$ cat config.mk
export PLATFORM = sky130hd
export DESIGN_NAME = dtm_top
export DESIGN_NICKNAME = d
export VERILOG_FILES = /design/src/hw/dtm_sync.v /design/src/hw/dtm_burst.v /design/src/hw/dtm_top.v
export VERILOG_INCLUDE_DIRS = /design/src /design/src/hw
export SDC_FILE = /design/constraint.sdc
export NUM_CORES = 1
export LEC_CHECK = 0
export BUFFER_PORTS_ARGS = -buffer_cell sky130_fd_sc_hd__buf_2
export CORE_MARGIN = 4
export CORE_UTILIZATION = 49
export CTS_CLUSTER_SIZE = 10
export DETAILED_ROUTE_END_ITERATION = 8
export HOLD_SLACK_MARGIN = 0.15
export PLACE_DENSITY = 0.75
export RECOVER_POWER = 50
export SYNTH_ARGS = -nofsm -noshare
export SYNTH_HDL_FRONTEND = slang
export SYNTH_SLANG_ARGS = --single-unit
$ cat constraint.sdc
create_clock -name clk_i -period 1.8 [get_ports clk_i]
set_input_delay 0.18 -clock clk_i [delete_from_list [all_inputs] [get_ports clk_i]]
set_output_delay 0.18 -clock clk_i [all_outputs]
set_load 0.05 [all_outputs]
$ cat src/hw/dtm_defines.vh
`ifndef DTM_DEFINES_VH
`define DTM_DEFINES_VH

// ----------------------------------------------------------------
// command codes {cs_n, ras_n, cas_n, we_n}
// ----------------------------------------------------------------
`define DTM_CMD_MODE_SET 4'h0
`define DTM_CMD_READ 4'h5

// ----------------------------------------------------------------
// mode register selection on the bank address
// ----------------------------------------------------------------
`define DTM_MR_ZERO 3'h0
`define DTM_MR_ONE 3'h1
`define DTM_MR_THREE 3'h3

// ----------------------------------------------------------------
// address bit positions
// ----------------------------------------------------------------
`define DTM_MR0_BL_HI 1
`define DTM_MR0_BL_LO 0
`define DTM_MR1_LEVEL_BIT 7
`define DTM_MR1_QOFF_BIT 12
`define DTM_MR3_PAT_BIT 2
`define DTM_MR3_LOC_HI 1
`define DTM_MR3_LOC_LO 0
`define DTM_A_AUTOCLOSE 10
`define DTM_A_CHOP 12
`define DTM_A_NIBBLE 2
`define DTM_COL_HI 9

// ----------------------------------------------------------------
// burst length modes and beat counts
// ----------------------------------------------------------------
`define DTM_BL_FIXED8 2'h0
`define DTM_BL_OTF 2'h1
`define DTM_BL_FIXED4 2'h2
`define DTM_BEATS_BL8 4'h8
`define DTM_BEATS_BC4 4'h4

// ----------------------------------------------------------------
// pattern locations and contents
// ----------------------------------------------------------------
`define DTM_LOC_CAL 2'h0
`define DTM_CAL_PATTERN 8'hAA
`define DTM_RSV_PATTERN 8'h00

// ----------------------------------------------------------------
// register map and layouts
// ----------------------------------------------------------------
`define DTM_ADR_CTRL 8'h00
`define DTM_ADR_LAT 8'h04
`define DTM_ADR_STAT 8'h08
`define DTM_CTRL_RESET 32'h00000001
`define DTM_LAT_RESET 32'h00000600
`define DTM_CTRL_COPY 0
`define DTM_CTRL_PRIME 1
`define DTM_LAT_AL_HI 4
`define DTM_LAT_AL_LO 0
`define DTM_LAT_CL_HI 12
`define DTM_LAT_CL_LO 8

`endif

$ cat src/hw/dtm_sync.v
`timescale 1ns/10ps
module dtm_sync #(
  parameter W = 1
) (
  input wire clk_i,
  input wire rst_i,
  input wire [W-1:0] d_i,
  output wire [W-1:0] q_o
);
  reg [W-1:0] meta_reg;
  reg [W-1:0] sync_reg;

  always @(posedge clk_i) begin
    if (rst_i) begin
      meta_reg <= {W{1'b0}};
      sync_reg <= {W{1'b0}};
    end else begin
      meta_reg <= d_i;
      sync_reg <= meta_reg;
    end
  end

  assign q_o = sync_reg;
endmodule

$ cat src/hw/dtm_burst.v
`timescale 1ns/10ps
`include "dtm_defines.vh"
module dtm_burst (
  input wire clk_i,
  input wire rst_i,
  input wire start_i,
  input wire chop_i,
  input wire nibble_i,
  input wire [5:0] rl_i,
  input wire [7:0] pat_i,
  input wire ck_rise_i,
  input wire ck_fall_i,
  output reg bit_o,
  output reg strobe_o,
  output reg drive_o,
  output wire busy_o
);
  localparam S_IDLE = 3'b001;
  localparam S_WAIT = 3'b010;
  localparam S_DATA = 3'b100;

  reg [2:0] state_reg;
  reg [5:0] cnt_reg;
  reg [3:0] beat_reg;
  reg chop_reg;
  reg nib_reg;
  reg [7:0] pat_reg;
  wire [3:0] nbeats;
  wire [2:0] order;

  assign nbeats = chop_reg ? `DTM_BEATS_BC4 : `DTM_BEATS_BL8;
  // burst order index, upper nibble when chopped with the nibble bit set
  assign order = {beat_reg[2] | nib_reg, beat_reg[1:0]};
  assign busy_o = (state_reg != S_IDLE);

  always @(posedge clk_i) begin
    if (rst_i) begin
      state_reg <= S_IDLE;
      cnt_reg <= 6'h00;
      beat_reg <= 4'h0;
      chop_reg <= 1'b0;
      nib_reg <= 1'b0;
      pat_reg <= 8'h00;
      bit_o <= 1'b0;
      strobe_o <= 1'b0;
      drive_o <= 1'b0;
    end else if (start_i) begin
      state_reg <= S_WAIT;
      cnt_reg <= (rl_i == 6'h00) ? 6'h01 : rl_i;
      beat_reg <= 4'h0;
      chop_reg <= chop_i;
      nib_reg <= nibble_i & chop_i;
      pat_reg <= pat_i;
      // a restart cuts any burst in flight, so the pins go quiet during the wait
      bit_o <= 1'b0;
      strobe_o <= 1'b0;
      drive_o <= 1'b0;
    end else begin
      case (state_reg)
        S_WAIT: begin
          if (ck_rise_i) begin
            cnt_reg <= cnt_reg - 6'h01;
            if (cnt_reg == 6'h01) begin
              state_reg <= S_DATA;
              bit_o <= pat_reg[order];
              beat_reg <= beat_reg + 4'h1;
              strobe_o <= 1'b1;
              drive_o <= 1'b1;
            end
          end
        end
        S_DATA: begin
          if (ck_rise_i | ck_fall_i) begin
            if (beat_reg == nbeats) begin
              state_reg <= S_IDLE;
              drive_o <= 1'b0;
              strobe_o <= 1'b0;
              bit_o <= 1'b0;
            end else begin
              bit_o <= pat_reg[order];
              beat_reg <= beat_reg + 4'h1;
              strobe_o <= ~strobe_o;
            end
          end
        end
        default: begin
          state_reg <= S_IDLE;
        end
      endcase
    end
  end
endmodule

$ cat src/hw/dtm_top.v
// The Wishbone register port and the register addresses were decided locally.
`timescale 1ns/10ps
`include "dtm_defines.vh"
module dtm_top (
  input wire clk_i,
  input wire rst_i,
  input wire ck_i,
  input wire reset_n_i,
  input wire cs_n_i,
  input wire ras_n_i,
  input wire cas_n_i,
  input wire we_n_i,
  input wire [2:0] ba_i,
  input wire [12:0] addr_i,
  input wire odt_i,
  input wire [1:0] dqs_i,
  output reg [15:0] dq_o,
  output reg [15:0] dq_oe_n_o,
  output reg [1:0] dqs_o,
  output reg [1:0] dqs_oe_n_o,
  output reg rtt_dqs_o,
  output reg rtt_dq_o,
  output reg array_rd_o,
  output reg [9:0] array_col_o,
  output reg [2:0] array_ba_o,
  output reg auto_pre_o,
  input wire wb_cyc_i,
  input wire wb_stb_i,
  input wire wb_we_i,
  input wire [7:0] wb_adr_i,
  input wire [3:0] wb_sel_i,
  input wire [31:0] wb_dat_i,
  output reg [31:0] wb_dat_o,
  output reg wb_ack_o
);
  // ----------------------------------------------------------------
  // pin synchronisers and clock edge detection
  // ----------------------------------------------------------------
  localparam SW = 25;
  wire [SW-1:0] s_pins;
  wire s_ck;
  wire s_reset_n;
  wire [3:0] s_cmd;
  wire [2:0] s_ba;
  wire [12:0] s_a;
  wire s_odt;
  wire [1:0] s_dqs;

  dtm_sync #(.W(SW)) u_sync (
    .clk_i(clk_i),
    .rst_i(rst_i),
    .d_i({ck_i, reset_n_i, cs_n_i, ras_n_i, cas_n_i, we_n_i, ba_i, addr_i, odt_i, dqs_i}),
    .q_o(s_pins)
  );
  assign {s_ck, s_reset_n, s_cmd, s_ba, s_a, s_odt, s_dqs} = s_pins;

  reg ck_d_reg;
  reg [1:0] dqs_d_reg;
  wire ck_rise;
  wire ck_fall;
  wire [1:0] dqs_rise;
  wire dram_rst;

  always @(posedge clk_i) begin
    if (rst_i) begin
      ck_d_reg <= 1'b0;
      dqs_d_reg <= 2'b00;
    end else begin
      ck_d_reg <= s_ck;
      dqs_d_reg <= s_dqs;
    end
  end
  assign ck_rise = s_ck & ~ck_d_reg;
  assign ck_fall = ~s_ck & ck_d_reg;
  assign dqs_rise = s_dqs & ~dqs_d_reg;
  assign dram_rst = rst_i | ~s_reset_n;

  // ----------------------------------------------------------------
  // register bus
  // ----------------------------------------------------------------
  reg [31:0] ctrl_reg;
  reg [31:0] lat_reg;
  wire [31:0] sel_mask;
  wire wb_req;

  assign wb_req = wb_cyc_i & wb_stb_i & ~wb_ack_o;
  assign sel_mask = {{8{wb_sel_i[3]}}, {8{wb_sel_i[2]}}, {8{wb_sel_i[1]}}, {8{wb_sel_i[0]}}};

  // ----------------------------------------------------------------
  // mode state
  // ----------------------------------------------------------------
  reg [1:0] bl_mode_reg;
  reg level_reg;
  reg qoff_reg;
  reg pat_en_reg;
  reg [1:0] loc_reg;
  reg [1:0] fb_reg;
  reg [1:0] fb_seen_reg;
  reg rd_start_reg;
  reg rd_chop_reg;
  reg rd_nib_reg;
  reg [7:0] rd_pat_reg;
  wire is_mode_set;
  wire is_read;
  wire chop_now;
  wire [5:0] rl;
  wire b_bit;
  wire b_strobe;
  wire b_drive;
  wire b_busy;
  wire [31:0] stat_word;

  assign is_mode_set = ck_rise & (s_cmd == `DTM_CMD_MODE_SET);
  assign is_read = ck_rise & (s_cmd == `DTM_CMD_READ);
  assign chop_now = (bl_mode_reg == `DTM_BL_FIXED4) |
                    ((bl_mode_reg == `DTM_BL_OTF) & ~s_a[`DTM_A_CHOP]);
  assign rl = {1'b0, lat_reg[`DTM_LAT_AL_HI:`DTM_LAT_AL_LO]} +
              {1'b0, lat_reg[`DTM_LAT_CL_HI:`DTM_LAT_CL_LO]};
  assign stat_word = {22'h000000, b_busy, fb_reg, qoff_reg, loc_reg, pat_en_reg, level_reg, bl_mode_reg};

  always @(posedge clk_i) begin
    if (rst_i) begin
      ctrl_reg <= `DTM_CTRL_RESET;
      lat_reg <= `DTM_LAT_RESET;
      wb_ack_o <= 1'b0;
      wb_dat_o <= 32'h00000000;
    end else begin
      wb_ack_o <= wb_req;
      wb_dat_o <= 32'h00000000;
      if (wb_req) begin
        if (wb_adr_i == `DTM_ADR_CTRL) begin
          if (wb_we_i) begin
            ctrl_reg <= (ctrl_reg & ~sel_mask) | (wb_dat_i & sel_mask);
          end
          wb_dat_o <= ctrl_reg;
        end else if (wb_adr_i == `DTM_ADR_LAT) begin
          if (wb_we_i) begin
            lat_reg <= (lat_reg & ~sel_mask) | (wb_dat_i & sel_mask);
          end
          wb_dat_o <= lat_reg;
        end else if (wb_adr_i == `DTM_ADR_STAT) begin
          wb_dat_o <= stat_word;
        end
      end
    end
  end

  // ----------------------------------------------------------------
  // command decode
  // ----------------------------------------------------------------
  always @(posedge clk_i) begin
    if (dram_rst) begin
      bl_mode_reg <= `DTM_BL_FIXED8;
      level_reg <= 1'b0;
      qoff_reg <= 1'b0;
      pat_en_reg <= 1'b0;
      loc_reg <= `DTM_LOC_CAL;
      rd_start_reg <= 1'b0;
      rd_chop_reg <= 1'b0;
      rd_nib_reg <= 1'b0;
      rd_pat_reg <= 8'h00;
      array_rd_o <= 1'b0;
      array_col_o <= 10'h000;
      array_ba_o <= 3'h0;
      auto_pre_o <= 1'b0;
    end else begin
      rd_start_reg <= 1'b0;
      array_rd_o <= 1'b0;
      auto_pre_o <= 1'b0;
      if (is_mode_set) begin
        if (s_ba == `DTM_MR_ZERO) begin
          bl_mode_reg <= s_a[`DTM_MR0_BL_HI:`DTM_MR0_BL_LO];
        end else if (s_ba == `DTM_MR_ONE) begin
          level_reg <= s_a[`DTM_MR1_LEVEL_BIT];
          qoff_reg <= s_a[`DTM_MR1_QOFF_BIT];
        end else if (s_ba == `DTM_MR_THREE) begin
          pat_en_reg <= s_a[`DTM_MR3_PAT_BIT];
          loc_reg <= s_a[`DTM_MR3_LOC_HI:`DTM_MR3_LOC_LO];
        end
      end else if (is_read) begin
        if (pat_en_reg) begin
          // bank and column bits beyond the nibble select are not looked at
          rd_start_reg <= 1'b1;
          rd_chop_reg <= chop_now;
          rd_nib_reg <= chop_now & s_a[`DTM_A_NIBBLE];
          rd_pat_reg <= (loc_reg == `DTM_LOC_CAL) ? `DTM_CAL_PATTERN : `DTM_RSV_PATTERN;
        end else begin
          array_rd_o <= 1'b1;
          array_col_o <= s_a[`DTM_COL_HI:0];
          array_ba_o <= s_ba;
          auto_pre_o <= s_a[`DTM_A_AUTOCLOSE];
        end
      end
    end
  end

  // ----------------------------------------------------------------
  // pattern burst sequencer
  // ----------------------------------------------------------------
  dtm_burst u_burst (
    .clk_i(clk_i),
    .rst_i(dram_rst),
    .start_i(rd_start_reg),
    .chop_i(rd_chop_reg),
    .nibble_i(rd_nib_reg),
    .rl_i(rl),
    .pat_i(rd_pat_reg),
    .ck_rise_i(ck_rise),
    .ck_fall_i(ck_fall),
    .bit_o(b_bit),
    .strobe_o(b_strobe),
    .drive_o(b_drive),
    .busy_o(b_busy)
  );

  // ----------------------------------------------------------------
  // per-lane leveling feedback and data pin drive
  // ----------------------------------------------------------------
  genvar ln;
  generate
    for (ln = 0; ln < 2; ln = ln + 1) begin : g_lane
      always @(posedge clk_i) begin
        if (dram_rst) begin
          fb_reg[ln] <= 1'b0;
          fb_seen_reg[ln] <= 1'b0;
          dq_o[ln*8+7:ln*8] <= 8'h00;
          dq_oe_n_o[ln*8+7:ln*8] <= 8'hFF;
          dqs_o[ln] <= 1'b0;
          dqs_oe_n_o[ln] <= 1'b1;
        end else begin
          if (~level_reg) begin
            fb_seen_reg[ln] <= 1'b0;
          end else if (dqs_rise[ln]) begin
            fb_reg[ln] <= s_ck;
            fb_seen_reg[ln] <= 1'b1;
          end
          if (level_reg & ~qoff_reg) begin
            dq_oe_n_o[ln*8+7:ln*8] <= 8'h00;
            dqs_oe_n_o[ln] <= 1'b1;
            dq_o[ln*8] <= fb_reg[ln] & fb_seen_reg[ln];
            dq_o[ln*8+7:ln*8+1] <= ctrl_reg[`DTM_CTRL_PRIME] ? 7'h00 :
                                   {7{fb_reg[ln] & fb_seen_reg[ln]}};
          end else if (b_drive) begin
            dq_oe_n_o[ln*8+7:ln*8] <= 8'h00;
            dqs_oe_n_o[ln] <= 1'b0;
            dqs_o[ln] <= b_strobe;
            dq_o[ln*8] <= b_bit;
            dq_o[ln*8+7:ln*8+1] <= ctrl_reg[`DTM_CTRL_COPY] ? {7{b_bit}} : 7'h00;
          end else begin
            dq_oe_n_o[ln*8+7:ln*8] <= 8'hFF;
            dqs_oe_n_o[ln] <= 1'b1;
            dqs_o[ln] <= 1'b0;
            dq_o[ln*8+7:ln*8] <= 8'h00;
          end
        end
      end
    end
  endgenerate

  // ----------------------------------------------------------------
  // termination control
  // ----------------------------------------------------------------
  always @(posedge clk_i) begin
    if (dram_rst) begin
      rtt_dqs_o <= 1'b0;
      rtt_dq_o <= 1'b0;
    end else if (level_reg) begin
      rtt_dqs_o <= s_odt;
      rtt_dq_o <= 1'b0;
    end else begin
      rtt_dqs_o <= s_odt;
      rtt_dq_o <= s_odt;
    end
  end
endmodule

* Word level (Yosys, flattened, before mapping)
Index checks and enable logic that the tools add are counted.
Word-level totals: bits in registers 241, input bits 74, output and inout port bits 86
Cells by class: reduce and logical (&&, ||, !) cells 30, bitwise logic cells 39, equal/unequal tests 21, magnitude comparators 1, add/sub/neg operators 3, mux-type cells 47
Operators by type and width (count):
- 32-bit AND | 3
- 32-bit two-way mux | 2
- 32-bit bitwise OR | 2
- 8-bit two-way mux | 6
- 32-bit inverter | 1
- 6-bit two-way mux | 4
- 7-bit two-way mux | 3
- 4-bit two-way mux | 5
- 4-bit AND reduction | 5
- 1-bit two-way mux | 15
- 1-bit inverter | 15
- 1-bit AND | 12
- 3-bit two-way mux | 4
- 3-bit AND reduction | 4
- 10-bit two-way mux | 1
- 5-bit AND reduction | 2
- 2-bit OR reduction | 5
- 3-bit by 2-bit inequality test with 1-bit output (second input constant) | 3
- 8-bit by 3-bit equality test with 1-bit output (second input constant) | 1
- 8-bit by 4-bit equality test with 1-bit output (second input constant) | 1
- 8-bit logical NOT | 1
- 4-bit one-hot mux with 2 select lines | 1
- 2-bit AND reduction | 4
- 5-bit by 5-bit adder with 6-bit output | 1
- 29 further kinds | 40

* Depth between registers and ports, before layout
word-level depth 6, gate-level depth with buffers 7, gate-level depth less buffers 6

* By module
Synthesis repeated with hierarchy kept, for this count alone.
Unflattened totals: cells, all modules 847, area, all modules 8650.8 um^2
By module, submodules not included:
- dtm_top | times used 1, cells an instance 605, sequential area each 2782.7 um^2, area each 6067.1 um^2
- dtm_sync | times used 1, cells an instance 105, sequential area each 1001.0 um^2, area each 1338.8 um^2
- dtm_burst | times used 1, cells an instance 137, sequential area each 520.5 um^2, area each 1244.9 um^2

* Worst setup path after synthesis
Ideal clock, no wire load.
kind register to register, from register u_sync.sync_reg[24] (netlist: u_sync.q_o[24]), to register array_ba_o[2], clock period less this slack 1752 ps, data arrival time 1624 ps, stages on the path, launching flop included 7, buffers on the path 1, setup time 128 ps, slack 48 ps, required time 1672 ps, cell sequence dfxtp_1 > ha_1 > nor3b_1 > nand4b_1 > buf_2 > mux2i_1 > nor2_1
Between the ends: word-level cells in the longest chain between the ends 4, elaborated cells on any way between the ends 5, classes of those cells 4 x bitwise; 1 x reduce/logical
RTL lines:
- start: declaration | RTL line dtm_sync.v:11 | reg [W-1:0] sync_reg;
- start signal: assignment | RTL line dtm_sync.v:16 | sync_reg <= {W{1'b0}};
- start signal: assignment | RTL line dtm_sync.v:19 | sync_reg <= meta_reg;
- 1-bit AND (*) | RTL line dtm_top.v:73 | assign ck_rise = s_ck & ~ck_d_reg;
- 1-bit AND | RTL line dtm_top.v:113 | assign is_mode_set = ck_rise & (s_cmd == `DTM_CMD_MODE_SET);
- 1-bit inverter (no line)
- 3-bit AND reduction (no line) (*)
- end signal: assignment | RTL line dtm_top.v:164 | array_ba_o <= 3'h0;
- end signal: assignment | RTL line dtm_top.v:190 | array_ba_o <= s_ba;
- end: declaration | RTL line dtm_top.v:25 | output reg [2:0] array_ba_o,
Every way passes the cells marked *; elsewhere a longest branch is shown, timed or not. A chain may end at the register's enable or synchronous reset.

* Worst setup path after layout
from register ck_d_reg, to register array_col_o[1]
Between the ends: word-level cells in the longest chain between the ends 5, elaborated cells on any way between the ends 6, classes of those cells 5 x bitwise; 1 x reduce/logical
RTL lines:
- start: declaration | RTL line dtm_top.v:57 | reg ck_d_reg;
- start signal: assignment | RTL line dtm_top.v:69 | ck_d_reg <= s_ck;
- 1-bit inverter (*) | RTL line dtm_top.v:73
- 1-bit AND (*) | RTL line dtm_top.v:73
- 1-bit AND | RTL line dtm_top.v:113
- 1-bit inverter (no line)
- 3-bit AND reduction (no line) (*)
- end signal: assignment | RTL line dtm_top.v:189 | array_col_o <= s_a[`DTM_COL_HI:0];
- end: declaration | RTL line dtm_top.v:24 | output reg [9:0] array_col_o,
Marked as above.

==> reports/results.txt <==
Leakage -> 0.00391 uW
detailed placement HPWL -> 13.2 mm
initial antenna violation count -> 0
full die area -> 18,600 um^2
fin. max-slew vios -> 0
maximum achievable frequency -> 0.576 GHz
final count of negative-setup-slack endpoints -> 0
final clock period utilization by the worst path -> 96.5%
most frequently used flop master after synthesis -> dfxtp_1
violation count after the first detailed-route iteration -> 648
total number of vias -> 7,088
Cell Area, Synth -> 8060 um^2
number of cells on the worst reg-to-reg path -> 9
number of global-route vias before repair -> 6,608
switching component of the power -> 1950 uW
number of setup buffers added after CTS -> 0
Critical Path Sink Type -> register
switching share of power -> 21.4%
Detail Route Antenna Nets -> 0
total DRC errors in the routed layout -> 0
insertion delay to the later sink of the worst-skew pair -> 0.50 ns
dpl cells -> 1,203
final std cells w/o fill -> 1,291
measured slew at the worst slew-check pin -> 0.861 ns
worst hold path cell count -> 4
Mapped Avg Cell Area -> 9.29 um^2
Horiz. Die Dim -> 136 um
global-route usage over all layers -> 21.3%
Synth Net Count -> 953
drt first pass iters -> 5
post-CTS clock slew at the launch and capture registers of the worst setup and hold paths -> 0.05 ns
worst clock skew -> 0.00618 ns
clock period minus worst slack -> 1.74 ns
data required time of the worst path -> 2.18 ns
launch point of the worst reg-to-reg path -> ck_d_reg
via-per-instance ratio -> 5.49
utilization of the core after routing -> 64.6%
IO Pins -> 160
worst-case register-to-register setup slack -> 0.06 ns
type of the worst min-delay path -> in -> reg
MaxCap Viol Count -> 0
status -> finished, final reports clean
Worst slew margin -> 42.6%
TritonCTS Buffers -> 24
count of input and output buffers -> 158
PD cells -> 881 nW/um^2
proportion of power drawn by combinational gates -> 5.1%
routed length per placed instance -> 16.1 um
startpoint type of the worst setup path -> register
CTS H-tree depth -> 1
routability congestion estimate -> 0.840
initial core utilization -> 50.4%
maximum number of pins on one net before global-route repair -> 68
final net count -> 1,157
CTS max path bufs -> 3
number of flops mapped to enable cells by yosys -> 0
Core Region -> 16,000 um^2
portion of total power attributed to the clock network -> 44.5%
Row Count -> 46
growth of design area from synthesis to finish -> 28.2%
RR Endpoint -> array_col_o[1]
fraction of layout instances using a drive strength above 1 -> 19.3%
distinct cell type count after synthesis -> 57
Worst EP arrival -> 2.12 ns
peak supply drop -> 642 uV
final worst-path setup slack -> 0.0630 ns
pre-CTS setup slack -> -0.0690 ns
async set-reset flop share out of synthesis -> 0%
maximum fanout encountered on the critical timing path -> 7
critical hold path startpoint -> wb_cyc_i
Sink Count -> 204
post-synthesis instance total -> 868
total gr overflow -> 0
number of warnings issued by yosys -> 0
Routed WL -> 20.7 mm
TritonCTS clock tree -> yes
Root Buffer -> clkbuf_16
antenna diode instance count -> 0
sequential fraction of the synthesis area -> 50.7%
end point of the worst hold path -> wb_ack_o
final hold violations -> 0
register bit count reported by yosys -> 204
Die Y -> 136 um
wire length of the first global-routing pass -> 32.9 mm
Seq pwr share -> 50.4%
startpoint-to-endpoint class of the critical path -> reg -> reg
Power Internal -> 7160 uW
[cell usage in the layout (no fill, tap or decap), types with 3 or more instances in the layout]
cell / count
ha_1: 9
nand2b_1: 3
nor4_1: 3
dfxtp_1: 202
clkbuf_16: 24
xor2_1: 3
inv_1: 18
and3b_1: 3
mux2i_1: 26
or3_1: 5
nand4_1: 13
nor2_1: 87
clkbuf_2: 3
a22oi_1: 22
nor3_1: 4
buf_2: 103
o31ai_1: 62
o21ai_0: 8
nand2_1: 32
nor2b_1: 59
buf_4: 46
buf_12: 3
dlygate4sd3_1: 58
clkbuf_1: 58
nand3_1: 73
a21oi_1: 72
a2111oi_2: 4
a2111oi_0: 5
and4_1: 6
a31oi_1: 4
[through the flow]
stage	hold slack (ns)	total power [uW]	TNS (ns)	instance area [um^2]
finish	0.148	9110	0	10300
global route	0.191	9420	-0.0770	10300
CTS	0.157	9170	0	10300
detailed placement	0.392	5040	-0.0963	9100
global placement	0.386	5040	-0.0863	9100
floorplan	0.304	4860	0	8060
[worst max path at each step]
| stage | to | slack, ns | depth (start not counted) | startpoint |
|---|---|---|---|---|
| after floorplan | array_ba_o[2] | 0.05 | 6 | u_sync.q_o[24] |
| after global placement | wb_dat_o[3] | -0.05 | 6 | wb_adr_i[1] |
| after detailed placement | wb_dat_o[5] | -0.07 | 6 | wb_adr_i[1] |
| after CTS | wb_dat_o[3] | 0.01 | 7 | wb_ack_o |
| after global routing | auto_pre_o | -0.02 | 8 | u_sync.q_o[24] |
| final | array_col_o[1] | 0.06 | 9 | ck_d_reg |
[cells in the mapped netlist, drive strengths merged, types with 3 or more instances]
cell type / n / share of area (%)
nor4: 6 / 0.70
a211oi: 3 / 0.28
and2: 3 / 0.23
ha: 10 / 1.6
a2111oi: 11 / 1.2
a22oi: 22 / 2.0
xor2: 3 / 0.33
o21ai: 8 / 0.50
nand2: 32 / 1.5
nor2b: 59 / 4.6
and4: 6 / 0.65
clkbuf: 48 / 2.2
nor2: 87 / 4.1
nand3: 73 / 4.5
mux2i: 27 / 3.4
nand2b: 3 / 0.23
and3b: 3 / 0.33
o31ai: 63 / 5.9
buf: 44 / 3.8
dfxtp: 204 / 51
a31oi: 4 / 0.31
or3: 5 / 0.39
inv: 18 / 0.84
nor3b: 3 / 0.28
nand4: 13 / 1.0
nor3: 5 / 0.37
a21oi: 72 / 4.5
[final cells by class]
type                       count  area [um^2]
clock buffer                  27          612
clock inverter                 2         21.3
fill                        1353         5670
inverter                      18         67.6
multi-input combinational    554         3530
sequential                   204         4090
tap                          216          270
timing repair buffer         270         1740
[layer usage]
metal | vias to the layer above | GRT usage (%) | part of all wire [%]
li1 | 3464 | - | -
met1 | 3287 | 30.2 | 43
met2 | 299 | 34.4 | 48
met3 | 38 | 2.85 | 7.3
met4 | 0 | 5.43 | 2.1
met5 | - | 0 | 0
[power groups by stage]
| stage | sequential (uW) | clock, uW | combinational [uW] |
|---|---|---|---|
| after global placement | 4680 | 0 | 353 |
| after detailed placement | 4690 | 0 | 354 |
| after CTS | 4590 | 4120 | 456 |
| after global routing | 4590 | 4330 | 504 |
| after floorplan | 4680 | 0 | 178 |
| final | 4590 | 4050 | 466 |
[what timing repair did]
item / CTS / global route
resized for setup: 2 / 24
pin swaps: 1 / 1
endpoints found under the setup margin: 2 / 23
cloned: 0 / 1
endpoints found under the hold margin: 90 / 0
hold buffers: 58 / 0
[cells by family (layout without fill, tap and decap cells)]
family                     after synthesis  after routing  share of synthesized area [%]
AOI/OAI and AO/OA                      198            198                           16.3
xor gates and xnor gates                 5              5                          0.543
adders and majority gates               11             11                           1.80
buffers and inverters                  110            317                           6.83
DFF                                    204            204                           50.7
muxes                                   28             28                           3.49
and+or+nand+nor                        312            312                           20.4
[worst max-delay path, cell delays in order (launching register included)]
cell and delay (ns):
dfxtp_2 0.31, inv_1 0.03, ha_1 0.19, buf_4 0.16, nor3b_2 0.15, buf_4 0.14
nand4b_1 0.14, buf_4 0.22, mux2i_1 0.21, nor2_1 0.06
Power figures use the tool's default switching activity.
